`src/hw/isp_map.svh`:
```
// Purpose: Offsets, field positions and reset values of the serial port
// Assumes: Register index times four is the Wishbone byte address
// Notes:   Field positions count from bit zero of each register
// Function
// - Reset or disable clears start and stop bits
// - Start sets start bit, stop sets stop bit
// - Master pins drive only low, per direction bit
// - Event flag on start and stop in modes B, E, F only, every byte
// - Master usable with slave idle or active
// - Stop raises interrupt when enabled
// - Lost arbitration: slave keeps receiving and acknowledging
// - 7-bit match: flag, then transmit or receive
// - Receive: full or overflow gives overflow, no acknowledge
// - Transmit holds clock while empty and unreleased
// - 10-bit high byte write: update flag, hold
// - Low byte match: remember, acknowledge, hold, receive
// - Sample on rise, compare on eighth fall
// - Buffer read clears full; overflow stays set
// - Master no-acknowledge ends transmit, back to wait
// - 10-bit first byte is 11110, A9, A8
`ifndef ISP_MAP_SVH
`define ISP_MAP_SVH
// ==========================================================
// Register indices
`define ISP_IDX_INT_CONTROL    8'h0B
`define ISP_IDX_FLAGS_ONE      8'h0C
`define ISP_IDX_DATA_BUFFER    8'h13
`define ISP_IDX_SERIAL_CONTROL 8'h14
`define ISP_IDX_PORT_C_DIR     8'h87
`define ISP_IDX_ENABLES_ONE    8'h8C
`define ISP_IDX_SLAVE_ADDRESS  8'h93
`define ISP_IDX_SERIAL_STATUS  8'h94
// ==========================================================
// Reset values and field positions
`define ISP_RST_PORT_C_DIR     8'h3F
`define ISP_RST_ZERO           8'h00
`define ISP_B_GLOBAL_GATE      7
`define ISP_B_PERIPH_GATE      6
`define ISP_B_EVENT            3
`define ISP_B_COLLISION        7
`define ISP_B_OVERFLOW         6
`define ISP_B_PORT_ON          5
`define ISP_B_RELEASE          4
`define ISP_B_SDA_DIR          4
`define ISP_B_SCL_DIR          3
`define ISP_MODE_MASTER_IDLE   4'hB
`define ISP_TEN_BIT_TAG        5'h1E
`define ISP_BITS_PER_BYTE      4'h8
`endif

```
`src/hw/isp_pkg.sv`:
```
// Purpose: Types shared by the serial port design
// Assumes: Nothing beyond the map header
// Notes:   Slave states follow a Gray sequence along the byte path
package isp_pkg;
  typedef enum logic [2:0] {
    S_WAIT = 3'h0,
    S_RXB  = 3'h1,
    S_ACK  = 3'h3,
    S_HOLD = 3'h2,
    S_TXB  = 3'h6,
    S_TACK = 3'h7
  } isp_state_e;
  typedef enum logic [1:0] {
    PH_A1  = 2'h0,
    PH_A2  = 2'h1,
    PH_DAT = 2'h3
  } isp_phase_e;
endpackage

```
`src/hw/isp_sync.sv`:
```
// Purpose: Two-stage synchroniser for the bus pins
// Assumes: Pins idle high
// Notes:   First stage feeds only the second
`timescale 1ns/1ps
module isp_sync #(
  parameter int W = 2
) (
  input  wire logic         clk_i, // System clock
  input  wire logic         rst_i, // Sync reset, active high
  input  wire logic [W-1:0] d_i,   // Asynchronous pins
  output logic      [W-1:0] q_o    // Synchronised pins
);
  logic [W-1:0] meta_r;

  always_ff @(posedge clk_i) begin
    if (rst_i) begin
      meta_r <= '1;
      q_o    <= '1;
    end else begin
      meta_r <= d_i;
      q_o    <= meta_r;
    end
  end
endmodule

```
`src/hw/isp_port.sv`:
```
// Purpose: Two-wire serial port, slave engine and firmware master pins
// Assumes: Wishbone classic slave, 8-bit registers in the low lane
// Notes:   Pins are open drain; outputs only ever pull low
`timescale 1ns/1ps
`include "isp_map.svh"
module isp_port #(
  parameter logic [3:0] MODE_7B    = 4'h6,
  parameter logic [3:0] MODE_10B   = 4'h7,
  parameter logic [3:0] MODE_7B_SP = 4'hE,
  parameter logic [3:0] MODE_10B_SP= 4'hF
) (
  input  wire logic        clk_i,    // System clock
  input  wire logic        rst_i,    // Sync reset, active high
  input  wire logic        wb_cyc_i, // Bus cycle
  input  wire logic        wb_stb_i, // Bus strobe
  input  wire logic        wb_we_i,  // Write enable
  input  wire logic [9:0]  wb_adr_i, // Byte address
  input  wire logic [3:0]  wb_sel_i, // Byte lanes
  input  wire logic [31:0] wb_dat_i, // Write data
  output logic      [31:0] wb_dat_o, // Read data
  output logic             wb_ack_o, // Acknowledge
  input  wire logic        scl_i,    // Clock pin level
  input  wire logic        sda_i,    // Data pin level
  output logic             scl_o,    // Clock pin drive value
  output logic             scl_oe_o, // Clock pin pulled low
  output logic             sda_o,    // Data pin drive value
  output logic             sda_oe_o, // Data pin pulled low
  output logic             irq_o     // Serial event interrupt
);
  import isp_pkg::*;

  // ==========================================================
  // Bus decode
  logic       req;
  logic [7:0] idx;
  logic       wr_int, wr_flg, wr_buf, wr_ctl, wr_dir;
  logic       wr_enb, wr_adr, wr_sta, rd_buf;
  logic [7:0] wdat;
  logic [7:0] rdata;

  assign req    = wb_cyc_i & wb_stb_i & ~wb_ack_o;
  assign idx    = wb_adr_i[9:2];
  assign wdat   = wb_dat_i[7:0];
  assign wr_int = req & wb_we_i & wb_sel_i[0]
                  & (idx == `ISP_IDX_INT_CONTROL);
  assign wr_flg = req & wb_we_i & wb_sel_i[0]
                  & (idx == `ISP_IDX_FLAGS_ONE);
  assign wr_buf = req & wb_we_i & wb_sel_i[0]
                  & (idx == `ISP_IDX_DATA_BUFFER);
  assign wr_ctl = req & wb_we_i & wb_sel_i[0]
                  & (idx == `ISP_IDX_SERIAL_CONTROL);
  assign wr_dir = req & wb_we_i & wb_sel_i[0]
                  & (idx == `ISP_IDX_PORT_C_DIR);
  assign wr_enb = req & wb_we_i & wb_sel_i[0]
                  & (idx == `ISP_IDX_ENABLES_ONE);
  assign wr_adr = req & wb_we_i & wb_sel_i[0]
                  & (idx == `ISP_IDX_SLAVE_ADDRESS);
  assign wr_sta = req & wb_we_i & wb_sel_i[0]
                  & (idx == `ISP_IDX_SERIAL_STATUS);
  assign rd_buf = req & ~wb_we_i & (idx == `ISP_IDX_DATA_BUFFER);

  // ==========================================================
  // Registers
  logic [7:0] int_r, flg_r, enb_r, buf_r, ctl_r, dir_r, adr_r;
  logic [1:0] phs_r;
  logic       da_r, stop_r, start_r, rw_r, upd_r, full_r;
  logic       on;
  logic [3:0] mode;

  assign on   = ctl_r[`ISP_B_PORT_ON];
  assign mode = ctl_r[3:0];

  // ==========================================================
  // Pin synchroniser and condition detect
  logic [1:0] pin_s;
  logic [1:0] pin_d;
  logic       scl_rise, scl_fall, start_det, stop_det;

  isp_sync #(.W(2)) u_sync (
    .clk_i (clk_i),
    .rst_i (rst_i),
    .d_i   ({scl_i, sda_i}),
    .q_o   (pin_s)
  );

  always_ff @(posedge clk_i) begin
    if (rst_i) begin
      pin_d <= 2'h3;
    end else begin
      pin_d <= pin_s;
    end
  end

  assign scl_rise  = pin_s[1] & ~pin_d[1];
  assign scl_fall  = ~pin_s[1] & pin_d[1];
  assign start_det = pin_s[1] & pin_d[1] & pin_d[0] & ~pin_s[0];
  assign stop_det  = pin_s[1] & pin_d[1] & ~pin_d[0] & pin_s[0];

  // ==========================================================
  // Mode decode
  logic m7, m10, sp_mode, cond_ev;

  assign m7  = (mode == MODE_7B) | (mode == MODE_7B_SP);
  assign m10 = (mode == MODE_10B) | (mode == MODE_10B_SP);
  // master idle mode also reports bus conditions
  assign sp_mode = (mode == MODE_7B_SP) | (mode == MODE_10B_SP)
                   | (mode == `ISP_MODE_MASTER_IDLE);
  assign cond_ev = on & sp_mode & (start_det | stop_det);

  // ==========================================================
  // Slave engine
  isp_state_e st_r;
  isp_phase_e ph_r;
  logic [7:0] sr_r;
  logic [3:0] cnt_r;
  logic       ack_r, xmit_r, prior_r, hold_upd_r, txf_r, nack_r;
  logic       ev_pls_r, ld_pls_r, ov_pls_r, upd_pls_r;
  logic       acc, hit7, hit10, tx_hold;

  // Overflow is judged on the state before the byte
  assign acc   = ~full_r & ~ctl_r[`ISP_B_OVERFLOW];
  // upper seven shift bits against the address
  assign hit7  = (sr_r[7:1] == adr_r[7:1]);
  // ten-bit tag plus the two top address bits
  assign hit10 = (sr_r[7:3] == `ISP_TEN_BIT_TAG)
                 & (sr_r[2:1] == adr_r[2:1]);
  assign tx_hold = scl_fall & xmit_r
                   & ((st_r == S_ACK) | ((st_r == S_TACK) & ~nack_r));

  always_ff @(posedge clk_i) begin
    if (rst_i) begin
      st_r       <= S_WAIT;
      ph_r       <= PH_A1;
      sr_r       <= 8'h00;
      cnt_r      <= 4'h0;
      ack_r      <= 1'b0;
      xmit_r     <= 1'b0;
      prior_r    <= 1'b0;
      hold_upd_r <= 1'b0;
      txf_r      <= 1'b0;
      nack_r     <= 1'b0;
      rw_r       <= 1'b0;
      da_r       <= 1'b0;
      ev_pls_r   <= 1'b0;
      ld_pls_r   <= 1'b0;
      ov_pls_r   <= 1'b0;
      upd_pls_r  <= 1'b0;
    end else begin
      ev_pls_r  <= 1'b0;
      ld_pls_r  <= 1'b0;
      ov_pls_r  <= 1'b0;
      upd_pls_r <= 1'b0;
      if (!on || stop_det) begin
        st_r   <= S_WAIT;
        ack_r  <= 1'b0;
        xmit_r <= 1'b0;
      end else if (start_det) begin
        // slave listens whatever the master side does
        st_r   <= S_RXB;
        ph_r   <= PH_A1;
        cnt_r  <= 4'h0;
        ack_r  <= 1'b0;
        xmit_r <= 1'b0;
      end else begin
        case (st_r)
          S_RXB: begin
            if (scl_rise) begin
              sr_r  <= {sr_r[6:0], pin_s[0]};
              cnt_r <= cnt_r + 4'h1;
            end else if (scl_fall && cnt_r == `ISP_BITS_PER_BYTE) begin
              st_r       <= S_WAIT;
              hold_upd_r <= 1'b0;
              if (ph_r == PH_A2) begin
                ev_pls_r  <= 1'b1;
                upd_pls_r <= 1'b1;
                if (sr_r == adr_r) begin
                  prior_r    <= 1'b1;
                  ld_pls_r   <= 1'b1;
                  ack_r      <= 1'b1;
                  hold_upd_r <= 1'b1;
                  ph_r       <= PH_DAT;
                  st_r       <= S_ACK;
                end
              end else if (ph_r == PH_DAT) begin
                ev_pls_r <= 1'b1;
                ld_pls_r <= acc;
                ov_pls_r <= ~acc;
                ack_r    <= acc;
                da_r     <= 1'b1;
                st_r     <= S_ACK;
              end else if (m7 && hit7) begin
                ev_pls_r <= 1'b1;
                rw_r     <= sr_r[0];
                da_r     <= 1'b0;
                xmit_r   <= sr_r[0];
                ld_pls_r <= sr_r[0] | acc;
                ov_pls_r <= ~sr_r[0] & ~acc;
                ack_r    <= sr_r[0] | acc;
                ph_r     <= PH_DAT;
                st_r     <= S_ACK;
              end else if (m10 && hit10 && !sr_r[0]) begin
                prior_r    <= 1'b0;
                ev_pls_r   <= 1'b1;
                rw_r       <= 1'b0;
                da_r       <= 1'b0;
                ld_pls_r   <= acc;
                ov_pls_r   <= ~acc;
                ack_r      <= acc;
                upd_pls_r  <= acc;
                hold_upd_r <= acc;
                ph_r       <= PH_A2;
                st_r       <= S_ACK;
              end else if (m10 && hit10 && prior_r) begin
                // read after an earlier full match
                ev_pls_r <= 1'b1;
                rw_r     <= 1'b1;
                da_r     <= 1'b0;
                ld_pls_r <= 1'b1;
                ack_r    <= 1'b1;
                xmit_r   <= 1'b1;
                ph_r     <= PH_DAT;
                st_r     <= S_ACK;
              end else begin
                // any other byte forgets the match
                prior_r <= 1'b0;
              end
            end
          end
          S_ACK: begin
            if (scl_fall) begin
              ack_r <= 1'b0;
              cnt_r <= 4'h0;
              if (xmit_r || hold_upd_r) begin
                st_r  <= S_HOLD;
                txf_r <= 1'b0;
              end else begin
                st_r <= S_RXB;
              end
            end
          end
          S_HOLD: begin
            if (xmit_r && wr_buf) begin
              sr_r  <= wdat;
              txf_r <= 1'b1;
            end
            // stretch while empty and not released
            if (xmit_r && (txf_r || ctl_r[`ISP_B_RELEASE])) begin
              st_r  <= S_TXB;
              cnt_r <= 4'h0;
            end else if (!xmit_r && !upd_r) begin
              // held until the address is rewritten
              st_r  <= S_RXB;
              cnt_r <= 4'h0;
            end
          end
          S_TXB: begin
            if (scl_fall) begin
              sr_r  <= {sr_r[6:0], 1'b1};
              cnt_r <= cnt_r + 4'h1;
              if (cnt_r == `ISP_BITS_PER_BYTE - 4'h1) begin
                st_r <= S_TACK;
              end
            end
          end
          S_TACK: begin
            if (scl_rise) begin
              nack_r <= pin_s[0];
            end else if (scl_fall) begin
              ev_pls_r <= 1'b1;
              if (nack_r) begin
                st_r   <= S_WAIT;
                xmit_r <= 1'b0;
              end else begin
                st_r  <= S_HOLD;
                txf_r <= 1'b0;
              end
            end
          end
          default: st_r <= S_WAIT;
        endcase
      end
    end
  end

  // ==========================================================
  // Software registers
  always_ff @(posedge clk_i) begin
    if (rst_i) begin
      int_r <= `ISP_RST_ZERO;
      enb_r <= `ISP_RST_ZERO;
      dir_r <= `ISP_RST_PORT_C_DIR;
      adr_r <= `ISP_RST_ZERO;
      phs_r <= 2'h0;
    end else begin
      if (wr_int) int_r <= wdat;
      if (wr_enb) enb_r <= wdat;
      if (wr_dir) dir_r <= wdat;
      if (wr_adr) adr_r <= wdat;
      if (wr_sta) phs_r <= wdat[7:6];
    end
  end

  // Hardware sets win over a software clear in the same cycle
  always_ff @(posedge clk_i) begin
    if (rst_i) begin
      flg_r <= `ISP_RST_ZERO;
    end else begin
      if (wr_flg) flg_r <= wdat;
      // event on byte or bus condition
      if (ev_pls_r || cond_ev) flg_r[`ISP_B_EVENT] <= 1'b1;
    end
  end

  always_ff @(posedge clk_i) begin
    if (rst_i) begin
      ctl_r <= `ISP_RST_ZERO;
    end else begin
      if (wr_ctl) ctl_r <= wdat;
      // overflow stays until software clears it
      if (ov_pls_r) ctl_r[`ISP_B_OVERFLOW] <= 1'b1;
      if (wr_buf && st_r == S_TXB) ctl_r[`ISP_B_COLLISION] <= 1'b1;
      if (tx_hold) ctl_r[`ISP_B_RELEASE] <= 1'b0;
    end
  end

  always_ff @(posedge clk_i) begin
    if (rst_i) begin
      buf_r  <= `ISP_RST_ZERO;
      full_r <= 1'b0;
      upd_r  <= 1'b0;
    end else begin
      if (wr_buf) buf_r <= wdat;
      if (ld_pls_r) buf_r <= sr_r;
      if (rd_buf) full_r <= 1'b0;
      if (ld_pls_r) full_r <= 1'b1;
      if (wr_adr) upd_r <= 1'b0;
      if (upd_pls_r) upd_r <= 1'b1;
    end
  end

  always_ff @(posedge clk_i) begin
    if (rst_i || !on) begin
      start_r <= 1'b0;
      stop_r  <= 1'b0;
    end else if (start_det) begin
      start_r <= 1'b1;
      stop_r  <= 1'b0;
    end else if (stop_det) begin
      start_r <= 1'b0;
      stop_r  <= 1'b1;
    end
  end

  // ==========================================================
  // Read mux and bus answer
  always_comb begin
    case (idx)
      `ISP_IDX_INT_CONTROL:    rdata = int_r;
      `ISP_IDX_FLAGS_ONE:      rdata = {flg_r[7:6], 2'h0, flg_r[3:0]};
      `ISP_IDX_DATA_BUFFER:    rdata = buf_r;
      `ISP_IDX_SERIAL_CONTROL: rdata = ctl_r;
      `ISP_IDX_PORT_C_DIR:     rdata = {2'h0, dir_r[5:0]};
      `ISP_IDX_ENABLES_ONE:    rdata = {enb_r[7:6], 2'h0, enb_r[3:0]};
      `ISP_IDX_SLAVE_ADDRESS:  rdata = adr_r;
      `ISP_IDX_SERIAL_STATUS:  rdata = {phs_r, da_r, stop_r, start_r,
                                        rw_r, upd_r, full_r};
      default:                 rdata = 8'h00;
    endcase
  end

  always_ff @(posedge clk_i) begin
    if (rst_i) begin
      wb_ack_o <= 1'b0;
      wb_dat_o <= 32'h0000_0000;
    end else begin
      wb_ack_o <= req;
      wb_dat_o <= (req && !wb_we_i) ? {24'h00_0000, rdata} : 32'h0000_0000;
    end
  end

  // ==========================================================
  // Pins and interrupt
  always_ff @(posedge clk_i) begin
    if (rst_i) begin
      scl_o    <= 1'b0;
      sda_o    <= 1'b0;
      scl_oe_o <= 1'b0;
      sda_oe_o <= 1'b0;
      irq_o    <= 1'b0;
    end else begin
      // only low levels, a one is a released pin
      scl_o    <= 1'b0;
      sda_o    <= 1'b0;
      scl_oe_o <= ~dir_r[`ISP_B_SCL_DIR] | (st_r == S_HOLD);
      sda_oe_o <= ~dir_r[`ISP_B_SDA_DIR] | ((st_r == S_ACK) & ack_r)
                  | ((st_r == S_TXB) & ~sr_r[7]);
      // stop or byte event reaches the interrupt line
      irq_o    <= int_r[`ISP_B_GLOBAL_GATE] & int_r[`ISP_B_PERIPH_GATE]
                  & enb_r[`ISP_B_EVENT] & flg_r[`ISP_B_EVENT];
    end
  end

  // ==========================================================
  // Checks
  property p_off_clear;
    @(posedge clk_i) disable iff (rst_i)
    !on |=> (!start_r && !stop_r);
  endproperty
  a_off_clear: assert property (p_off_clear) else $error("bits not cleared");

  property p_start_bit;
    @(posedge clk_i) disable iff (rst_i)
    (on && start_det) |=> (start_r && !stop_r);
  endproperty
  a_start_bit: assert property (p_start_bit) else $error("start bit");

  property p_cond_event;
    @(posedge clk_i) disable iff (rst_i)
    cond_ev |=> flg_r[`ISP_B_EVENT];
  endproperty
  a_cond_event: assert property (p_cond_event) else $error("no event");

  property p_low_drive;
    @(posedge clk_i) disable iff (rst_i)
    !dir_r[`ISP_B_SDA_DIR] |=> (sda_oe_o && !sda_o);
  endproperty
  a_low_drive: assert property (p_low_drive) else $error("sda drive");

  property p_irq;
    @(posedge clk_i) disable iff (rst_i)
    (on && stop_det && sp_mode && int_r[`ISP_B_GLOBAL_GATE]
     && int_r[`ISP_B_PERIPH_GATE] && enb_r[`ISP_B_EVENT]) |=> ##1 irq_o;
  endproperty
  a_irq: assert property (p_irq) else $error("stop irq missing");

  property p_overflow;
    @(posedge clk_i) disable iff (rst_i)
    (on && !start_det && !stop_det && st_r == S_RXB && scl_fall
     && cnt_r == `ISP_BITS_PER_BYTE && ph_r == PH_DAT && !acc)
    |=> !ack_r ##1 ctl_r[`ISP_B_OVERFLOW];
  endproperty
  a_overflow: assert property (p_overflow) else $error("overflow");

  property p_stretch;
    @(posedge clk_i) disable iff (rst_i)
    (st_r == S_HOLD && xmit_r && !txf_r && !ctl_r[`ISP_B_RELEASE])
    |=> scl_oe_o;
  endproperty
  a_stretch: assert property (p_stretch) else $error("no stretch");

  property p_read_clear;
    @(posedge clk_i) disable iff (rst_i)
    (rd_buf && !ld_pls_r) |=> !full_r;
  endproperty
  a_read_clear: assert property (p_read_clear) else $error("full kept");

  property p_nack_end;
    @(posedge clk_i) disable iff (rst_i)
    (on && !start_det && !stop_det && st_r == S_TACK && scl_fall
     && nack_r) |=> (st_r == S_WAIT && !xmit_r);
  endproperty
  a_nack_end: assert property (p_nack_end) else $error("nack end");
endmodule

```
`config.mk`:
```
export PLATFORM = sky130hd
export DESIGN_NAME = isp_port
export DESIGN_NICKNAME = d
export VERILOG_FILES = /design/src/hw/isp_pkg.sv /design/src/hw/isp_sync.sv /design/src/hw/isp_port.sv
export VERILOG_INCLUDE_DIRS = /design/src /design/src/hw
export SDC_FILE = /design/constraint.sdc
export NUM_CORES = 1
export LEC_CHECK = 0
export ABC_AREA = 1
export CORE_ASPECT_RATIO = 1.1
export CORE_UTILIZATION = 45
export DETAILED_ROUTE_END_ITERATION = 8
export DONT_BUFFER_PORTS = 1
export HOLD_SLACK_MARGIN = 0.08
export PLACE_DENSITY_LB_ADDON = 0.25
export SLEW_MARGIN = 20
export SYNTH_ARGS = -nofsm -noshare
export SYNTH_HDL_FRONTEND = slang
export SYNTH_SLANG_ARGS = --single-unit
```
`constraint.sdc`:
```
create_clock -name clk_i -period 2 [get_ports clk_i]
set_input_delay 0.1 -clock clk_i [delete_from_list [all_inputs] [get_ports clk_i]]
set_output_delay 0.1 -clock clk_i [all_outputs]
set_load 0.02 [all_outputs]
```
==> out/qor.yml <==
status: "finished, violations left"
violations: "DRC"
antenna_found_initial: 0
start_util_pct: 45.9
cts_tree: "yes"
vias: 4985
hold_path.class: "input port to flop"
cellLeakagePower_nw: 2.50
layout-drive-gt1-share_pct: 9.07
combPwrFrac_pct: 4.6
h-tree-depth: 3
synth_top_area_share_pct: 39.3
pwr_density_cell_nw_per_um2: 701
syn_avg_cell_area_sq_um: 7.04
power.share.clock_pct: 44.9
drt-total-wl_um: 14400
first_pass_iters: 7
cts_buffer_depth: 2
grt_start_max_net_pins: 55
fp.dieH_um: 115
pwr-share-seq_pct: 50.5
swShare_pct: 24.0
yosysTopAreaCell: "dfxtp_1"
clkSlewWorstSetupHoldPaths_ps: 70
final_max_slew_viol_count: 0
grt_pass1_vias: 4757
synth_ff_type: "dfxtp_1"
tns_ps: 0
syn_inst: 746
cp.arrival_ps: 2180
clock_latency_ps: 360
path_class: "flop to flop"
fp.dieW_um: 105
top_level_ports: 91
drv_cap: 0
synth_edf_count: 0
area_growth_pct: 10.7
end_kind: "flop"
most-common-layout-cells: "nand2_1 (169), dfxtp_1 (103), inv_1 (79), nor2_1 (71), o21ai_0 (64)"
antenna_cells: 0
drcViolationCount: 2
rsz0062_at_grt: "no"
core_sq_um: 11400
p_switching_w: 0.000979
grt_pass1_wl_um: 23200
cts.sinks: 103
fillers: 1156
cp_cell_sequence: "nand2_1 > nor2_2 > buf_4 > clkinvlp_4 > a21oi_1 > dlygate4sd3_1"
worst_pin_slew_ps: 1090
cts_root_buf: "clkbuf_16"
final.min_clock_period_ps: 1880
synthDistinctLibCells: 49
p_int_w: 0.00310
relSlewSlack_pct: 27.4
dp_slack_ps: 231
drtIter0Drc: 358
setup_viol: 0
seqCellArea_sq_um: 2060
cp_top_family: "buffers and inverters"
finalWeightedCongestion: 0.911
layout.cells.most_common: "nand2_1"
multiInputGateArea_sq_um: 2650
die_area_sq_um: 12100
vias_per_cell: 5.41
nNetsFinal: 822
synth_area_leaders: "dfxtp_1 (39%), nand2_1 (12%), o21ai_0 (6.1%)"
yosysSeqAreaShare_pct: 39.3
cts_buffers: 9
start_kind: "flop"
crit_required_ps: 2310
cpPeakStageDelay_ps: 550
grt_overflow: 0
max_clock_freq_ghz: 0.532
io_buffers: 0
crit_buf_inv: 3
async_flop_share_pct: 0
slowest_stage: "dlygate4sd3_1"
grt.total_usage_pct: 24.7
critPathMaxFanout: 13
dp_hpwl_um: 10600
yosys_register_bits: 103
wl_per_cell_um: 15.6
ant_nets: 0
fin_crit_sh_pct: 93.9
finalHoldViolations: 0
vdd_ir_drop_max_mv: 0.557
syn-cell-area_sq_um: 5250
layout_setup_ws_ps: 122
fp-row-count: 41
ys_warn_count: 0
finClkSkew_ps: 8.45
## state kept, by name (all words and copies together) (netlist names), 3 cells and up
| signal | cells |
|---|---|
| cnt_r | 4 |
| flg_r | 6 |
| int_r | 8 |
| adr_r | 8 |
| st_r | 3 |
| enb_r | 6 |
| buf_r | 8 |
| wb_dat_o | 8 |
| ctl_r | 8 |
| sr_r | 8 |
| dir_r | 6 |
## cells in the mapped netlist (2+ instances only)
cell / count
nor2_4: 4
or2_2: 5
inv_2: 3
nand2_2: 6
nor3_1: 13
nor4_1: 2
ha_1: 2
nand2_1: 169
nor3_4: 2
nor2_2: 5
nand3_1: 30
o21ai_0: 64
o2111ai_1: 2
o211ai_1: 11
o22ai_1: 3
nand3_2: 2
xnor2_1: 4
a21oi_2: 2
a211oi_1: 2
nand2_4: 3
buf_2: 5
a22o_1: 3
buf_4: 27
o21ai_2: 4
buf_6: 2
a21oi_1: 63
a31oi_1: 11
inv_1: 80
o21ai_1: 3
nor2_1: 71
clkbuf_1: 9
dfxtp_1: 103
nand4_1: 14
xor2_1: 2
## what timing repair did
action / CTS / global route
setup buffers: 0 / 2
endpoints found under the setup margin: 0 / 57
hold buffers: 17 / 0
hold endpoints to repair: 89 / 0
resized for setup: 0 / 3
## worst paths after layout
check                   to  cells past startpoint  slack (ps)              from
max               scl_oe_o                      6         120           st_r[1]
min               ctl_r[4]                      5         190          wb_cyc_i
max reg2reg       scl_oe_o                      6         120           st_r[1]
min reg2reg  u_sync.q_o[1]                      1         430  u_sync.meta_r[1]
## worst reg2reg max path, stage by stage (launching register included)
cell and delay, ps:
dfxtp_1 430, nand2_1 150, nor2_2 160, buf_4 230, clkinvlp_4 170, a21oi_1 150, dlygate4sd3_1 550
## metrics by stage
stage                     hold slack [ps]  instance area [sq um]  instances  total power (W)  utilization [%]
after CTS                             171                   5790        920          0.00409             50.6
after global routing                  196                   5810        922          0.00420             50.8
after floorplan                       204                   5340        771          0.00227                -
after global placement                173                   5320        887          0.00225             46.5
after detailed placement              176                   5320        887          0.00225             46.5
final                                 186                   5810        922          0.00408             50.8
## cell families (layout without fill, tap and decap cells)
logic type      after synthesis  in the layout  synth area share, %
simple gates                331            331                 28.6
compound gates              173            173                 18.6
buf+inv                     130            131                 12.0
flops                       103            103                 39.3
xor+xnor                      6              6                 1.00
fa+ha+maj                     2              2                0.477
other cells                   1             26               0.0714
## layer usage
metal	GRT usage [%]	share of wire, %	vias to the layer above
li1	-	-	2448
met1	31.0	45	2310
met2	41.5	46	197
met3	4.88	6.0	30
met4	10.9	2.8	0
met5	0	0	-
## layout make-up
type	count	share of cell area, %
clock buffers	10	3.94
clock inverters	6	1.31
inverters	86	5.68
multi-input cells	538	45.6
flip-flops and latches	103	35.5
well taps	150	3.23
repair buffers	29	4.74
## power by group through the flow
stage               clock network (W)  registers [W]  logic (W)
finish                        0.00183        0.00206   0.000187
global route                  0.00194        0.00206   0.000202
CTS                           0.00185        0.00206   0.000184
detailed placement                  0        0.00211   0.000142
global placement                    0        0.00211   0.000140
floorplan                           0        0.00211   0.000160
No activity file was read; power rests on OpenSTA's default activity.
